File: src/core/sleep_wdt_pkg.sv
`default_nettype none
package sleep_wdt_pkg;
   // Register byte addresses (offset 0x2007 is not a multiple of four: index times four)
   localparam logic [15:0] option_index = 16'h0081;
   localparam logic [15:0] config_index = 16'h2007;
   localparam logic [17:0] option_addr = {option_index, 2'b00};
   localparam logic [17:0] option_mirror_addr = 18'h00604;
   localparam logic [17:0] config_addr = {config_index, 2'b00};
   localparam logic [17:0] status_addr = 18'h10000;
   localparam logic [17:0] irq_status_addr = 18'h10004;
   localparam logic [17:0] irq_enable_addr = 18'h10008;
   localparam logic [17:0] irq_clear_addr = 18'h1000C;
   localparam logic [17:0] control_addr = 18'h10010;
   // Field positions
   localparam int wdt_en_pos = 2;
   localparam int psa_pos = 3;
   localparam int status_to_pos = 4;
   localparam int status_pd_pos = 3;
   localparam int status_sleep_pos = 0;
   localparam int ctrl_sleep_pos = 0;
   localparam int ctrl_clrwdt_pos = 1;
   // Reset values
   localparam logic [7:0] option_reset = 8'hFF;
   localparam logic [7:0] config_default = 8'hFF;
   // Interrupt bits
   localparam int irq_entry_pos = 0;
   localparam int irq_timeout_pos = 1;
   localparam int irq_wake_pos = 2;
   // Watchdog base period in core cycles
   localparam logic [7:0] wdt_base_ticks = 8'hFF;
   localparam logic [1:0] resp_okay = 2'b00;
   localparam logic [1:0] resp_slverr = 2'b10;

   typedef enum logic [1:0] {
      st_run = 2'b00,
      st_sleep = 2'b01,
      st_wake = 2'b10
   } power_state_t;

   typedef struct packed {
      logic [7:0] out;
      logic [7:0] oe;
   } pin_drive_t;
endpackage
`default_nettype wire

File: src/core/sleep_and_watchdog_control.sv
`default_nettype none
// Overview of operation
// - Power-down is entered only on the core's sleep instruction strobe.
// - With the watchdog enabled, entry clears the watchdog counter and it keeps running.
// - Entry clears the power-down flag of the processor status.
// - Entry sets the time-out flag of the processor status.
// - Entry turns the oscillator driver off so the main clock stops.
// - In power-down every pin keeps its pre-sleep drive: high, low or released.
// - A watchdog expiry outside power-down resets the core internally; no expiry drives the reset pin.
// - Watchdog enable is bit 2 of the configuration word, kept across every reset except power-on.
// - Option bit 3 assigns the prescaler, bits 2..0 set its rate, all reset to one.
module sleep_and_watchdog_control #(
   parameter int wdt_width = 16
) (
   input wire logic aclk,
   input wire logic aresetn,
   input wire logic sleep_instr,
   input wire logic clear_wdt_instr,
   input wire logic power_on,
   input wire logic [7:0] core_pin_out,
   input wire logic [7:0] core_pin_oe,
   input wire logic external_reset_pin,
   input wire logic [17:0] s_axi_awaddr,
   input wire logic s_axi_awvalid,
   output logic s_axi_awready,
   input wire logic [31:0] s_axi_wdata,
   input wire logic [3:0] s_axi_wstrb,
   input wire logic s_axi_wvalid,
   output logic s_axi_wready,
   output logic [1:0] s_axi_bresp,
   output logic s_axi_bvalid,
   input wire logic s_axi_bready,
   input wire logic [17:0] s_axi_araddr,
   input wire logic s_axi_arvalid,
   output logic s_axi_arready,
   output logic [31:0] s_axi_rdata,
   output logic [1:0] s_axi_rresp,
   output logic s_axi_rvalid,
   input wire logic s_axi_rready,
   output logic [7:0] pin_out,
   output logic [7:0] pin_oe,
   output logic osc_enable,
   output logic watchdog_reset,
   output logic external_reset_pin_oe,
   output logic power_down_flag,
   output logic timeout_flag,
   output logic irq
);
   sleep_wdt_pkg::power_state_t state;
   sleep_wdt_pkg::pin_drive_t held;
   logic [7:0] prescaler_option_reg;
   logic [7:0] device_configuration_word;
   logic [wdt_width-1:0] watchdog_counter;
   logic [7:0] prescale_count;
   logic [2:0] irq_status;
   logic [2:0] irq_enable;
   logic [17:0] aw_addr;
   logic aw_full;
   logic [31:0] w_data;
   logic [3:0] w_strb;
   logic w_full;
   logic do_write;
   logic do_sleep;
   logic wdt_expire;
   logic sw_clear_wdt;
   logic [2:0] irq_events;
   logic [2:0] irq_clear;
   logic watchdog_enable_bit;
   logic prescaler_assign_bit;
   logic [2:0] prescale_rate;

   function automatic logic [7:0] merge_byte(input logic [7:0] old, input logic [31:0] data,
                                              input logic [3:0] strb);
      merge_byte = strb[0] ? data[7:0] : old;
   endfunction

   function automatic logic hit(input logic [17:0] addr, input logic [17:0] reg_addr);
      hit = (addr == reg_addr);
   endfunction

   assign watchdog_enable_bit = device_configuration_word[sleep_wdt_pkg::wdt_en_pos];
   assign prescaler_assign_bit = prescaler_option_reg[sleep_wdt_pkg::psa_pos];
   assign prescale_rate = prescaler_option_reg[2:0];
   assign do_write = aw_full && w_full && !s_axi_bvalid;
   assign sw_clear_wdt = do_write && hit(aw_addr, sleep_wdt_pkg::control_addr) && w_strb[0]
                         && w_data[sleep_wdt_pkg::ctrl_clrwdt_pos];
   assign do_sleep = (state == sleep_wdt_pkg::st_run) && sleep_instr;
   assign irq_events = {wdt_expire && state == sleep_wdt_pkg::st_sleep, wdt_expire, do_sleep};
   assign irq_clear = (do_write && hit(aw_addr, sleep_wdt_pkg::irq_clear_addr) && w_strb[0])
                      ? w_data[2:0] : 3'h0;

   // Watchdog tick: prescaler feeds the watchdog when assigned to it
   logic [7:0] tick_limit;
   always_comb begin
      tick_limit = prescaler_assign_bit ? (sleep_wdt_pkg::wdt_base_ticks >> (3'h7 - prescale_rate))
                                        : 8'h00;
   end

   always_ff @(posedge aclk) begin
      if (!aresetn || do_sleep || sw_clear_wdt || clear_wdt_instr || wdt_expire) begin
         prescale_count <= 8'h00;
      end else if (watchdog_enable_bit) begin
         prescale_count <= (prescale_count >= tick_limit) ? 8'h00 : prescale_count + 8'h01;
      end
   end

   always_ff @(posedge aclk) begin
      if (!aresetn || do_sleep || sw_clear_wdt || clear_wdt_instr || wdt_expire) begin
         watchdog_counter <= '0;
      end else if (watchdog_enable_bit && prescale_count >= tick_limit) begin
         watchdog_counter <= watchdog_counter + 1'b1;
      end
   end

   always_ff @(posedge aclk) begin
      if (!aresetn) begin
         wdt_expire <= 1'b0;
      end else begin
         wdt_expire <= watchdog_enable_bit && prescale_count >= tick_limit
                       && (&watchdog_counter) && !wdt_expire;
      end
   end

   // Power state sequencing
   always_ff @(posedge aclk) begin
      if (!aresetn) begin
         state <= sleep_wdt_pkg::st_run;
      end else begin
         unique case (state)
            sleep_wdt_pkg::st_run: begin
               if (do_sleep) begin
                  state <= sleep_wdt_pkg::st_sleep;
               end
            end
            sleep_wdt_pkg::st_sleep: begin
               if (wdt_expire) begin
                  state <= sleep_wdt_pkg::st_wake;
               end
            end
            sleep_wdt_pkg::st_wake: begin
               state <= sleep_wdt_pkg::st_run;
            end
            default: begin
               state <= sleep_wdt_pkg::st_run;
            end
         endcase
      end
   end

   always_ff @(posedge aclk) begin
      if (!aresetn) begin
         osc_enable <= 1'b1;
      end else if (do_sleep) begin
         osc_enable <= 1'b0;
      end else if (state == sleep_wdt_pkg::st_sleep && wdt_expire) begin
         osc_enable <= 1'b1;
      end
   end

   // Processor status flags; the reset pin input is unused and its driver stays off
   always_ff @(posedge aclk) begin
      if (power_on) begin
         power_down_flag <= 1'b1;
         timeout_flag <= 1'b1;
      end else if (do_sleep) begin
         power_down_flag <= 1'b0;
         timeout_flag <= 1'b1;
      end else if (wdt_expire) begin
         timeout_flag <= 1'b0;
      end else if (clear_wdt_instr || sw_clear_wdt) begin
         power_down_flag <= 1'b1;
         timeout_flag <= 1'b1;
      end
   end

   always_ff @(posedge aclk) begin
      if (!aresetn) begin
         watchdog_reset <= 1'b0;
         external_reset_pin_oe <= 1'b0;
      end else begin
         watchdog_reset <= wdt_expire && state != sleep_wdt_pkg::st_sleep;
         external_reset_pin_oe <= 1'b0;
      end
   end

   // Pins follow the core while running and freeze from the sleep instruction onward
   always_ff @(posedge aclk) begin
      if (!aresetn) begin
         held <= '0;
      end else if (state == sleep_wdt_pkg::st_run && !do_sleep) begin
         held <= '{out: core_pin_out, oe: core_pin_oe};
      end
   end

   always_ff @(posedge aclk) begin
      if (!aresetn) begin
         pin_out <= 8'h00;
         pin_oe <= 8'h00;
      end else if (state == sleep_wdt_pkg::st_run && !do_sleep) begin
         pin_out <= core_pin_out;
         pin_oe <= core_pin_oe;
      end else begin
         pin_out <= held.out;
         pin_oe <= held.oe;
      end
   end

   // Configuration word: loaded only by power-on, untouched by other resets
   always_ff @(posedge aclk) begin
      if (power_on) begin
         device_configuration_word <= sleep_wdt_pkg::config_default;
      end else if (do_write && hit(aw_addr, sleep_wdt_pkg::config_addr)) begin
         device_configuration_word <= merge_byte(device_configuration_word, w_data, w_strb);
      end
   end

   always_ff @(posedge aclk) begin
      if (!aresetn) begin
         prescaler_option_reg <= sleep_wdt_pkg::option_reset;
      end else if (do_write && (hit(aw_addr, sleep_wdt_pkg::option_addr)
                                || hit(aw_addr, sleep_wdt_pkg::option_mirror_addr))) begin
         prescaler_option_reg <= merge_byte(prescaler_option_reg, w_data, w_strb);
      end
   end

   // Interrupts: set wins over clear
   always_ff @(posedge aclk) begin
      if (!aresetn) begin
         irq_status <= 3'h0;
         irq_enable <= 3'h0;
         irq <= 1'b0;
      end else begin
         irq_status <= (irq_status & ~irq_clear) | irq_events;
         if (do_write && hit(aw_addr, sleep_wdt_pkg::irq_enable_addr) && w_strb[0]) begin
            irq_enable <= w_data[2:0];
         end
         irq <= |(((irq_status & ~irq_clear) | irq_events) & irq_enable);
      end
   end

   // AXI4-Lite write channels
   always_ff @(posedge aclk) begin
      if (!aresetn) begin
         aw_full <= 1'b0;
         aw_addr <= 18'h00000;
         w_full <= 1'b0;
         w_data <= 32'h00000000;
         w_strb <= 4'h0;
         s_axi_bvalid <= 1'b0;
         s_axi_bresp <= sleep_wdt_pkg::resp_okay;
      end else begin
         if (s_axi_awvalid && s_axi_awready) begin
            aw_full <= 1'b1;
            aw_addr <= s_axi_awaddr;
         end
         if (s_axi_wvalid && s_axi_wready) begin
            w_full <= 1'b1;
            w_data <= s_axi_wdata;
            w_strb <= s_axi_wstrb;
         end
         if (do_write) begin
            aw_full <= 1'b0;
            w_full <= 1'b0;
            s_axi_bvalid <= 1'b1;
            s_axi_bresp <= (hit(aw_addr, sleep_wdt_pkg::option_addr)
                            || hit(aw_addr, sleep_wdt_pkg::option_mirror_addr)
                            || hit(aw_addr, sleep_wdt_pkg::config_addr)
                            || hit(aw_addr, sleep_wdt_pkg::irq_enable_addr)
                            || hit(aw_addr, sleep_wdt_pkg::irq_clear_addr)
                            || hit(aw_addr, sleep_wdt_pkg::control_addr))
                           ? sleep_wdt_pkg::resp_okay : sleep_wdt_pkg::resp_slverr;
         end else if (s_axi_bvalid && s_axi_bready) begin
            s_axi_bvalid <= 1'b0;
         end
      end
   end

   always_ff @(posedge aclk) begin
      if (!aresetn) begin
         s_axi_awready <= 1'b0;
         s_axi_wready <= 1'b0;
      end else begin
         s_axi_awready <= !aw_full && !(s_axi_awvalid && s_axi_awready);
         s_axi_wready <= !w_full && !(s_axi_wvalid && s_axi_wready);
      end
   end

   // AXI4-Lite read channel
   always_ff @(posedge aclk) begin
      if (!aresetn) begin
         s_axi_arready <= 1'b0;
         s_axi_rvalid <= 1'b0;
         s_axi_rdata <= 32'h00000000;
         s_axi_rresp <= sleep_wdt_pkg::resp_okay;
      end else begin
         s_axi_arready <= !s_axi_rvalid && !(s_axi_arvalid && s_axi_arready);
         if (s_axi_arvalid && s_axi_arready) begin
            s_axi_rvalid <= 1'b1;
            s_axi_rresp <= sleep_wdt_pkg::resp_okay;
            s_axi_rdata <= 32'h00000000;
            if (hit(s_axi_araddr, sleep_wdt_pkg::option_addr)
                || hit(s_axi_araddr, sleep_wdt_pkg::option_mirror_addr)) begin
               s_axi_rdata <= {24'h000000, prescaler_option_reg};
            end else if (hit(s_axi_araddr, sleep_wdt_pkg::config_addr)) begin
               s_axi_rdata <= {24'h000000, device_configuration_word};
            end else if (hit(s_axi_araddr, sleep_wdt_pkg::status_addr)) begin
               s_axi_rdata <= {27'h0000000, timeout_flag, power_down_flag, 2'b00,
                               state == sleep_wdt_pkg::st_sleep};
            end else if (hit(s_axi_araddr, sleep_wdt_pkg::irq_status_addr)) begin
               s_axi_rdata <= {29'h00000000, irq_status};
            end else if (hit(s_axi_araddr, sleep_wdt_pkg::irq_enable_addr)) begin
               s_axi_rdata <= {29'h00000000, irq_enable};
            end else if (!hit(s_axi_araddr, sleep_wdt_pkg::irq_clear_addr)
                         && !hit(s_axi_araddr, sleep_wdt_pkg::control_addr)) begin
               s_axi_rresp <= sleep_wdt_pkg::resp_slverr;
            end
         end else if (s_axi_rvalid && s_axi_rready) begin
            s_axi_rvalid <= 1'b0;
         end
      end
   end

   // Checks
   chk_sleep_cause: assert property (@(posedge aclk) disable iff (!aresetn)
      $rose(state == sleep_wdt_pkg::st_sleep) |-> $past(sleep_instr))
      else $error("Power-down entered without a request");
   chk_wdt_cleared: assert property (@(posedge aclk) disable iff (!aresetn)
      do_sleep |=> watchdog_counter == '0)
      else $error("Watchdog not cleared on entry");
   chk_pd_cleared: assert property (@(posedge aclk) disable iff (!aresetn || power_on)
      do_sleep |=> !power_down_flag)
      else $error("Power-down flag not cleared");
   chk_to_set: assert property (@(posedge aclk) disable iff (!aresetn || power_on)
      do_sleep |=> timeout_flag)
      else $error("Time-out flag not set");
   chk_osc_off: assert property (@(posedge aclk) disable iff (!aresetn)
      do_sleep |=> !osc_enable ##1 !osc_enable || state != sleep_wdt_pkg::st_sleep)
      else $error("Oscillator still enabled in power-down");
   chk_pins_held: assert property (@(posedge aclk) disable iff (!aresetn)
      state == sleep_wdt_pkg::st_sleep && $past(state) == sleep_wdt_pkg::st_sleep
      |-> $stable(pin_out) && $stable(pin_oe))
      else $error("Pins moved in power-down");
   chk_pin_quiet: assert property (@(posedge aclk) disable iff (!aresetn)
      !external_reset_pin_oe)
      else $error("Reset pin driven");
   chk_option_reset: assert property (@(posedge aclk)
      !aresetn |=> prescaler_option_reg == sleep_wdt_pkg::option_reset)
      else $error("Option register reset value wrong");
   chk_wake: assert property (@(posedge aclk) disable iff (!aresetn)
      state == sleep_wdt_pkg::st_sleep && wdt_expire |=> osc_enable && !timeout_flag ##1
      state == sleep_wdt_pkg::st_run)
      else $error("No wake on watchdog expiry");
   cov_sleep: cover property (@(posedge aclk) disable iff (!aresetn) do_sleep);
   cov_wake: cover property (@(posedge aclk) disable iff (!aresetn)
      state == sleep_wdt_pkg::st_wake);
   cov_wdt_reset: cover property (@(posedge aclk) disable iff (!aresetn) watchdog_reset);
   cov_irq: cover property (@(posedge aclk) disable iff (!aresetn) irq);
endmodule
`default_nettype wire

File: config.mk
export PLATFORM = sky130hd
export DESIGN_NAME = sleep_and_watchdog_control
export DESIGN_NICKNAME = d
export VERILOG_FILES = /design/src/core/sleep_wdt_pkg.sv /design/src/core/sleep_and_watchdog_control.sv
export SDC_FILE = /design/constraint.sdc
export NUM_CORES = 1
export LEC_CHECK = 0
export BUFFER_PORTS_ARGS = -buffer_cell sky130_fd_sc_hd__buf_2
export CAP_MARGIN = 25
export CORE_MARGIN = 3
export CORE_UTILIZATION = 52
export CTS_CLUSTER_DIAMETER = 150
export DETAILED_ROUTE_END_ITERATION = 8
export MAX_ROUTING_LAYER = met4
export PLACE_DENSITY = 0.81
export SETUP_SLACK_MARGIN = 0.05
export SYNTH_ARGS = -nofsm -noshare
export SYNTH_HDL_FRONTEND = slang
export SYNTH_SLANG_ARGS = --single-unit
export TNS_END_PERCENT = 20
File: constraint.sdc
create_clock -name aclk -period 3.1 [get_ports aclk]
set_clock_uncertainty 0.05 [all_clocks]
set_input_delay 0.62 -clock aclk [delete_from_list [all_inputs] [get_ports aclk]]
set_output_delay 0.62 -clock aclk [all_outputs]
set_load 0.005 [all_outputs]
==> summary.txt, run 1 <==
Run status
  • Outcome: completed

Placed design
  • Setup WS pre-CTS: 0.631 ns
  • PortBufs: 106
  • Placed wire-length estimate: 9340 um
  • Routability cong.: 0.914

Clock tree
  • Clk slew on worst S/H paths: 0.06 ns
  • CTS buffer count: 17
  • TritonCTS clock tree: done
  • Clock root cell: clkbuf_8
  • Clk sinks: 130
  • Bufs on Longest Clock Path: 2
  • CTS Hold Bufs: 0
  • Skew-Pair Late Insertion Delay: 0.51 ns
  • H-tree level count: 4
  • Post CTS Setup Buffer Count: 0
  • Resize count post-CTS: 0

Worst setup path
  • CP arrival: 2.98 ns
  • RR Startpoint: prescaler_option_reg[3]
  • Critical path class: reg -> reg
  • Nature of the critical path startpoint: flop
  • Critical Path Start: prescaler_option_reg[3]
  • CP max FO: 36
  • Critical Path Sink Type: flop
  • Worst path slowest cell: or4_1
  • Critical path required time: 3.48 ns
  • Largest stage delay on the critical path: 0.59 ns
  • Sequence of cells on the critical path: o211ai_1 -> ha_1 -> o2111ai_1 -> o221a_2 -> or4_1 -> a21oi_1

Synthesis
  • Top cell type's share of synthesized area: 45.5%
  • Main synth FF type: dfxtp_1
  • Cell Area, Synth: 0.00572 mm2
  • Avg Cell Area, Syn: 8.90 um2
  • Synth Instances: 642
  • Ys async rst share: 0%
  • Top cells by area in the synthesized netlist: dfxtp_1 46%, nand2_1 8.4%, a21boi_0 4.3%, buf_4 3.5%, nor2b_1 2.3%
  • Area leader, netlist: dfxtp_1
  • Synthesis-stage register bit count: 130
  • Synth warn: 0
  • Count of cell types in the netlist: 62
  • Register area share after synthesis: 45.5%
  • Post-synth EDFFs: 0

Routing
  • Via density: 5.60
  • Drt wl/cell: 15.2 um
  • DR pass1 iterations: 7
  • Initial DRC Count: 368
  • DRC: 0
  • DRT antenna net count: 0
  • Vias: 4,965
  • DRT Wirelength: 13,500 um

STA
  • RSZ-0062 raised after global routing: no
  • Fmax: 0.384 GHz
  • Final setup margin: 0.493 ns
  • Worst slew margin: 46.8%
  • Worst hold slack: 0.285 ns
  • Setup violations, final: 0
  • Crit share post-route: 84.1%
  • Least-Margin Pin Slew: 0.797 ns
  • Min cycle time layout: 2.61 ns
  • Final TNS setup: 0 ns
  • Final hold vios: 0
  • Final-report max-slew violation count: 0

Power
  • Peak VDD IR: 0.427 mV
  • Power Dens Cells: 578 mW/mm2
  • P_leak: 2.79 nW
  • Total power: 0.00391 W

Floorplan
  • Die width: 111 um
  • Initial Util: 54.4%
  • Core Area: 0.0105 mm2
  • Chip Height: 111 um
  • Number of placement rows: 37
  • Full die area: 0.0123 mm2
  • IO Pins: 162

Layout
  • Area taken by flip-flops and latches: 0.00260 mm2
  • Synthesis-to-layout area growth: 18.4%
  • # nets final: 846
  • Regs by FF count: aw_addr x18, held x16, watchdog_counter x16
  • Most flops, register: aw_addr
  • Final Util: 64.4%
  • Fraction of layout cells with a size suffix above 1: 19.9%
  • Antenna Cells: 0
  • # fillers: 815
  • Area of the multi-input gates: 0.00285 mm2
  • Max reg flops: 18

GRT
  • Global-route wire length before repair: 22,700 um
  • Largest net degree at the start of global routing: 75
  • GRT Util Overall: 22.7%
  • Total congestion overflow: 0
  • Initial antenna violation count: 0
  • Vias in the first global route: 4,958

Worst hold path
  • Worst min path class: in -> reg
  • Hold path startpoint: s_axi_rready

Flow run
  • Max-Cap Viols: 0
worst max-delay path, delay by kind of cell (launching register included):
kind	cells	cell delay (ns)
DFF	1	0.52
adders and majority gates	1	0.34
AOI/OAI and AO/OA	4	1.01
and+or+nand+nor	1	0.59
metrics by stage:
step	cells	instance area, um2
2_1_floorplan	668	5810
3_3_place_gp	854	6190
3_5_place_dp	854	6190
4_1_cts	886	6770
5_1_grt	886	6770
6_report	886	6770
where the power goes:
part / internal, W / switching [W] / leakage, nW / total, W
combinational: 0.0000964 / 0.000128 / 1.46 / 0.000225
sequential: 0.00172 / 0.0000344 / 1.06 / 0.00176
clock: 0.00117 / 0.000754 / 0.270 / 0.00193
routing by layer:
layer  share of wire (%)  global-route usage (%)  wire length (um)
met5                   0                       -                 0
met4                 1.8                    8.46               239
met3                 6.0                    5.95               813
met2                  51                    38.6              6880
met1                  41                    25.5              5520
path summary, 6_finish.rpt:
check	endpoint	cells past startpoint	slack, ns
worst max register to register	watchdog_counter[14]	6	0.49
worst min register to register	s_axi_arready	1	0.38
worst min-delay path	s_axi_rvalid	2	0.28
worst max-delay path	watchdog_counter[14]	6	0.49
cell families (layout without fill, tap and decap cells):
group                    count (synthesis)  after routing  share of synthesized area [%]
flip-flops                             130            130                           45.5
adder cells (fa/ha/maj)                 10             10                           2.19
AO/OA/AOI/OAI                          146            146                           17.8
buffers and inverters                   63            145                           6.39
XOR/XNOR                                 5              5                          0.766
AND/OR/NAND/NOR                        275            275                           25.1
other                                    1             27                         0.0656
multiplexers                            12             12                           2.10
placed cells by master, fill, tap and decap left out, drive strengths merged, types with 10 or more instances in the layout:
master  instances
a21oi          16
conb           27
dfxtp         130
a21boi         44
nand3          15
clkbuf         18
nor3b          11
or4            11
nor2           17
ha             10
o21ai          26
or3            10
buf           109
mux2i          12
nand4          12
nand2         128
nor2b          22
nor3           14
area by class of cell:
| cell class | count | area share (%) |
|---|---|---|
| well taps | 136 | 2.51 |
| repair buffers | 109 | 8.17 |
| clock inverters | 14 | 2.29 |
| clock buffers | 18 | 6.32 |
| multi-input cells | 475 | 42.0 |
| inverters | 4 | 0.222 |
| flip-flops and latches | 130 | 38.4 |
synthesized netlist by cell type (10+ instances only):
cell / n
a21boi_0: 33
a21boi_1: 11
a21oi_1: 16
buf_4: 27
clkbuf_1: 23
dfxtp_1: 130
ha_1: 10
mux2i_1: 12
nand2_1: 128
nand3_1: 15
nand4_1: 12
nor2_1: 17
nor2b_1: 21
nor3_1: 13
nor3b_1: 11
o21ai_0: 19
or3_1: 10
or4_1: 11
(Power assumes the default switching activity.)
==> run 2: changes to the inputs <==
clock period = 2.7 ns   (was 3.1 ns; I/O delays follow)
==> run 2 against run 1 <==
Net effect: routed wire length grew 0.86%; setup slack worse by 0.22 ns; critical path depth unchanged; fmax up 7.5%; critical endpoint is now watchdog_counter[8]; largest power group unchanged; highest routed layer unchanged.
==> summary.txt, run 2 (same netlist as run 1, synthesis figures left out) <==
Run status
  • Outcome: completed

STA
  • Setup violations, final: 0
  • Min cycle time layout: 2.42 ns
  • Final setup margin: 0.275 ns
  • Final hold vios: 0
  • Worst slew margin: 45.7%
  • RSZ-0062 raised after global routing: no
  • Least-Margin Pin Slew: 0.813 ns
  • Final-report max-slew violation count: 0
  • Crit share post-route: 89.8%
  • Fmax: 0.412 GHz
  • Final TNS setup: 0 ns

Layout
  • # fillers: 829
  • Most common cell after layout, fill and taps aside: dfxtp_1
  • Regs by FF count: aw_addr x18, held x16, watchdog_counter x16
  • Max reg flops: 18
  • Synthesis-to-layout area growth: 19.5%
  • # nets final: 849
  • Fraction of layout cells with a size suffix above 1: 20.1%
  • Most flops, register: aw_addr
  • Commonest non-fill, non-tap cells in the layout: 130 x dfxtp_1, 128 x nand2_1, 106 x buf_2
  • Antenna Cells: 0

Worst hold path
  • Worst min path class: in -> reg
  • WHS Endpoint: s_axi_rvalid
  • Hold path startpoint: s_axi_rready
  • Hold Path Cell Cnt: 2

Clock tree
  • Clk sinks: 130
  • Clock root cell: clkbuf_8
  • Skew-Pair Late Insertion Delay: 0.51 ns
  • CTS Hold Bufs: 0
  • Post CTS Setup Buffer Count: 0
  • Bufs on Longest Clock Path: 2
  • H-tree level count: 4
  • TritonCTS clock tree: done
  • Clk slew on worst S/H paths: 0.06 ns
  • Resize count post-CTS: 0
  • CTS buffer count: 17

Floorplan
  • Die width: 111 um
  • Number of placement rows: 37
  • IO Pins: 162
  • Chip Height: 111 um
  • Core Area: 0.0105 mm2
  • Initial Util: 54.4%
  • Full die area: 0.0123 mm2

Worst setup path
  • Critical Path Sink Type: flop
  • Largest stage delay on the critical path: 0.55 ns
  • Cell family with most CP delay: compound AO/OA/AOI/OAI gates
  • RR Startpoint: prescaler_option_reg[3]
  • CP max FO: 36
  • Reg2reg setup slack: 0.28 ns
  • Crit path buffers/inverters: 0
  • Register-to-Register Path Depth: 6
  • Critical path class: reg -> reg
  • Worst r2r dst: watchdog_counter[8]
  • Worst path slowest cell: or4_1
  • CP arrival: 2.82 ns
  • Nature of the critical path startpoint: flop
  • Sequence of cells on the critical path: o211ai_1 -> ha_1 -> o2111ai_1 -> o221a_4 -> or4_1 -> a21oi_1
  • Critical path required time: 3.09 ns

GRT
  • Vias in the first global route: 4,958
  • Global-route wire length before repair: 22,700 um
  • Largest net degree at the start of global routing: 75
  • GRT Util Overall: 22.7%
  • Initial antenna violation count: 0
  • Total congestion overflow: 0

Power
  • Peak VDD IR: 0.458 mV
  • P_leak: 2.83 nW
  • Power Dens Cells: 676 mW/mm2

Placed design
  • Routability cong.: 0.937
  • Setup WS pre-CTS: 0.228 ns
  • Placed wire-length estimate: 9370 um
  • PortBufs: 106

Routing
  • Vias: 5,012
  • Drt wl/cell: 15.3 um
  • Initial DRC Count: 313
  • DRC: 0
  • DRT Wirelength: 13,600 um
  • Via density: 5.64
  • DRT antenna net count: 0
  • DR pass1 iterations: 5

Flow run
  • Max-Cap Viols: 0
run 2: worst max path at each step:
stage                             from                    to  slack, ns  depth (start not counted)
6_report       prescaler_option_reg[3]   watchdog_counter[8]       0.28                          6
5_1_grt        prescaler_option_reg[3]   watchdog_counter[6]       0.12                          6
4_1_cts        prescaler_option_reg[3]   watchdog_counter[8]       0.20                          6
3_5_place_dp   prescaler_option_reg[3]   watchdog_counter[8]       0.23                          6
3_3_place_gp   prescaler_option_reg[3]  watchdog_counter[14]       0.36                          6
2_1_floorplan  prescaler_option_reg[3]  watchdog_counter[12]       0.27                         10
run 2: stage by stage:
| step | cell area, um2 | util (%) | instances | hold WS (ns) | total power (W) |
|---|---|---|---|---|---|
| floorplan | 5810 | - | 668 | 0.368 | 0.00222 |
| global placement | 6210 | 59.1 | 857 | 0.366 | 0.00230 |
| detailed placement | 6210 | 59.1 | 857 | 0.380 | 0.00232 |
| CTS | 6820 | 64.9 | 889 | 0.163 | 0.00464 |
| global route | 6830 | 65.0 | 889 | 0.172 | 0.00477 |
| finish | 6830 | 65.0 | 889 | 0.173 | 0.00462 |
run 2: metal layers:
metal  share of wire [%]  global-route usage, %  vias to the layer above
met2                  50                   37.9                      170
met5                   0                      -                        -
met3                 6.0                   4.97                       28
li1                    -                      -                     2440
met4                 2.3                   9.85                        0
met1                  42                   26.1                     2374
run 2: power breakdown:
group	switching (W)	internal, W	leakage (nW)
combinational	0.000148	0.000111	1.47
clock	0.000850	0.00149	0.302
sequential	0.0000410	0.00198	1.06
total	0.00104	0.00358	2.83
run 2: worst reg2reg max path, cell delays in order (launching register included):
cell       delay, ns
dfxtp_1         0.50
o211ai_1        0.17
ha_1            0.34
o2111ai_1       0.14
o221a_4         0.43
or4_1           0.56
a21oi_1         0.16
run 2: layout make-up:
class	count	area, um2	area share, %
Clock buffer	21	459	6.72
Multi-Input combinational cell	475	2850	41.8
Timing Repair Buffer	112	576	8.43
Inverter	4	15.0	0.220
Clock inverter	11	153	2.24
Sequential cell	130	2600	38.1
Tap cell	136	170	2.49
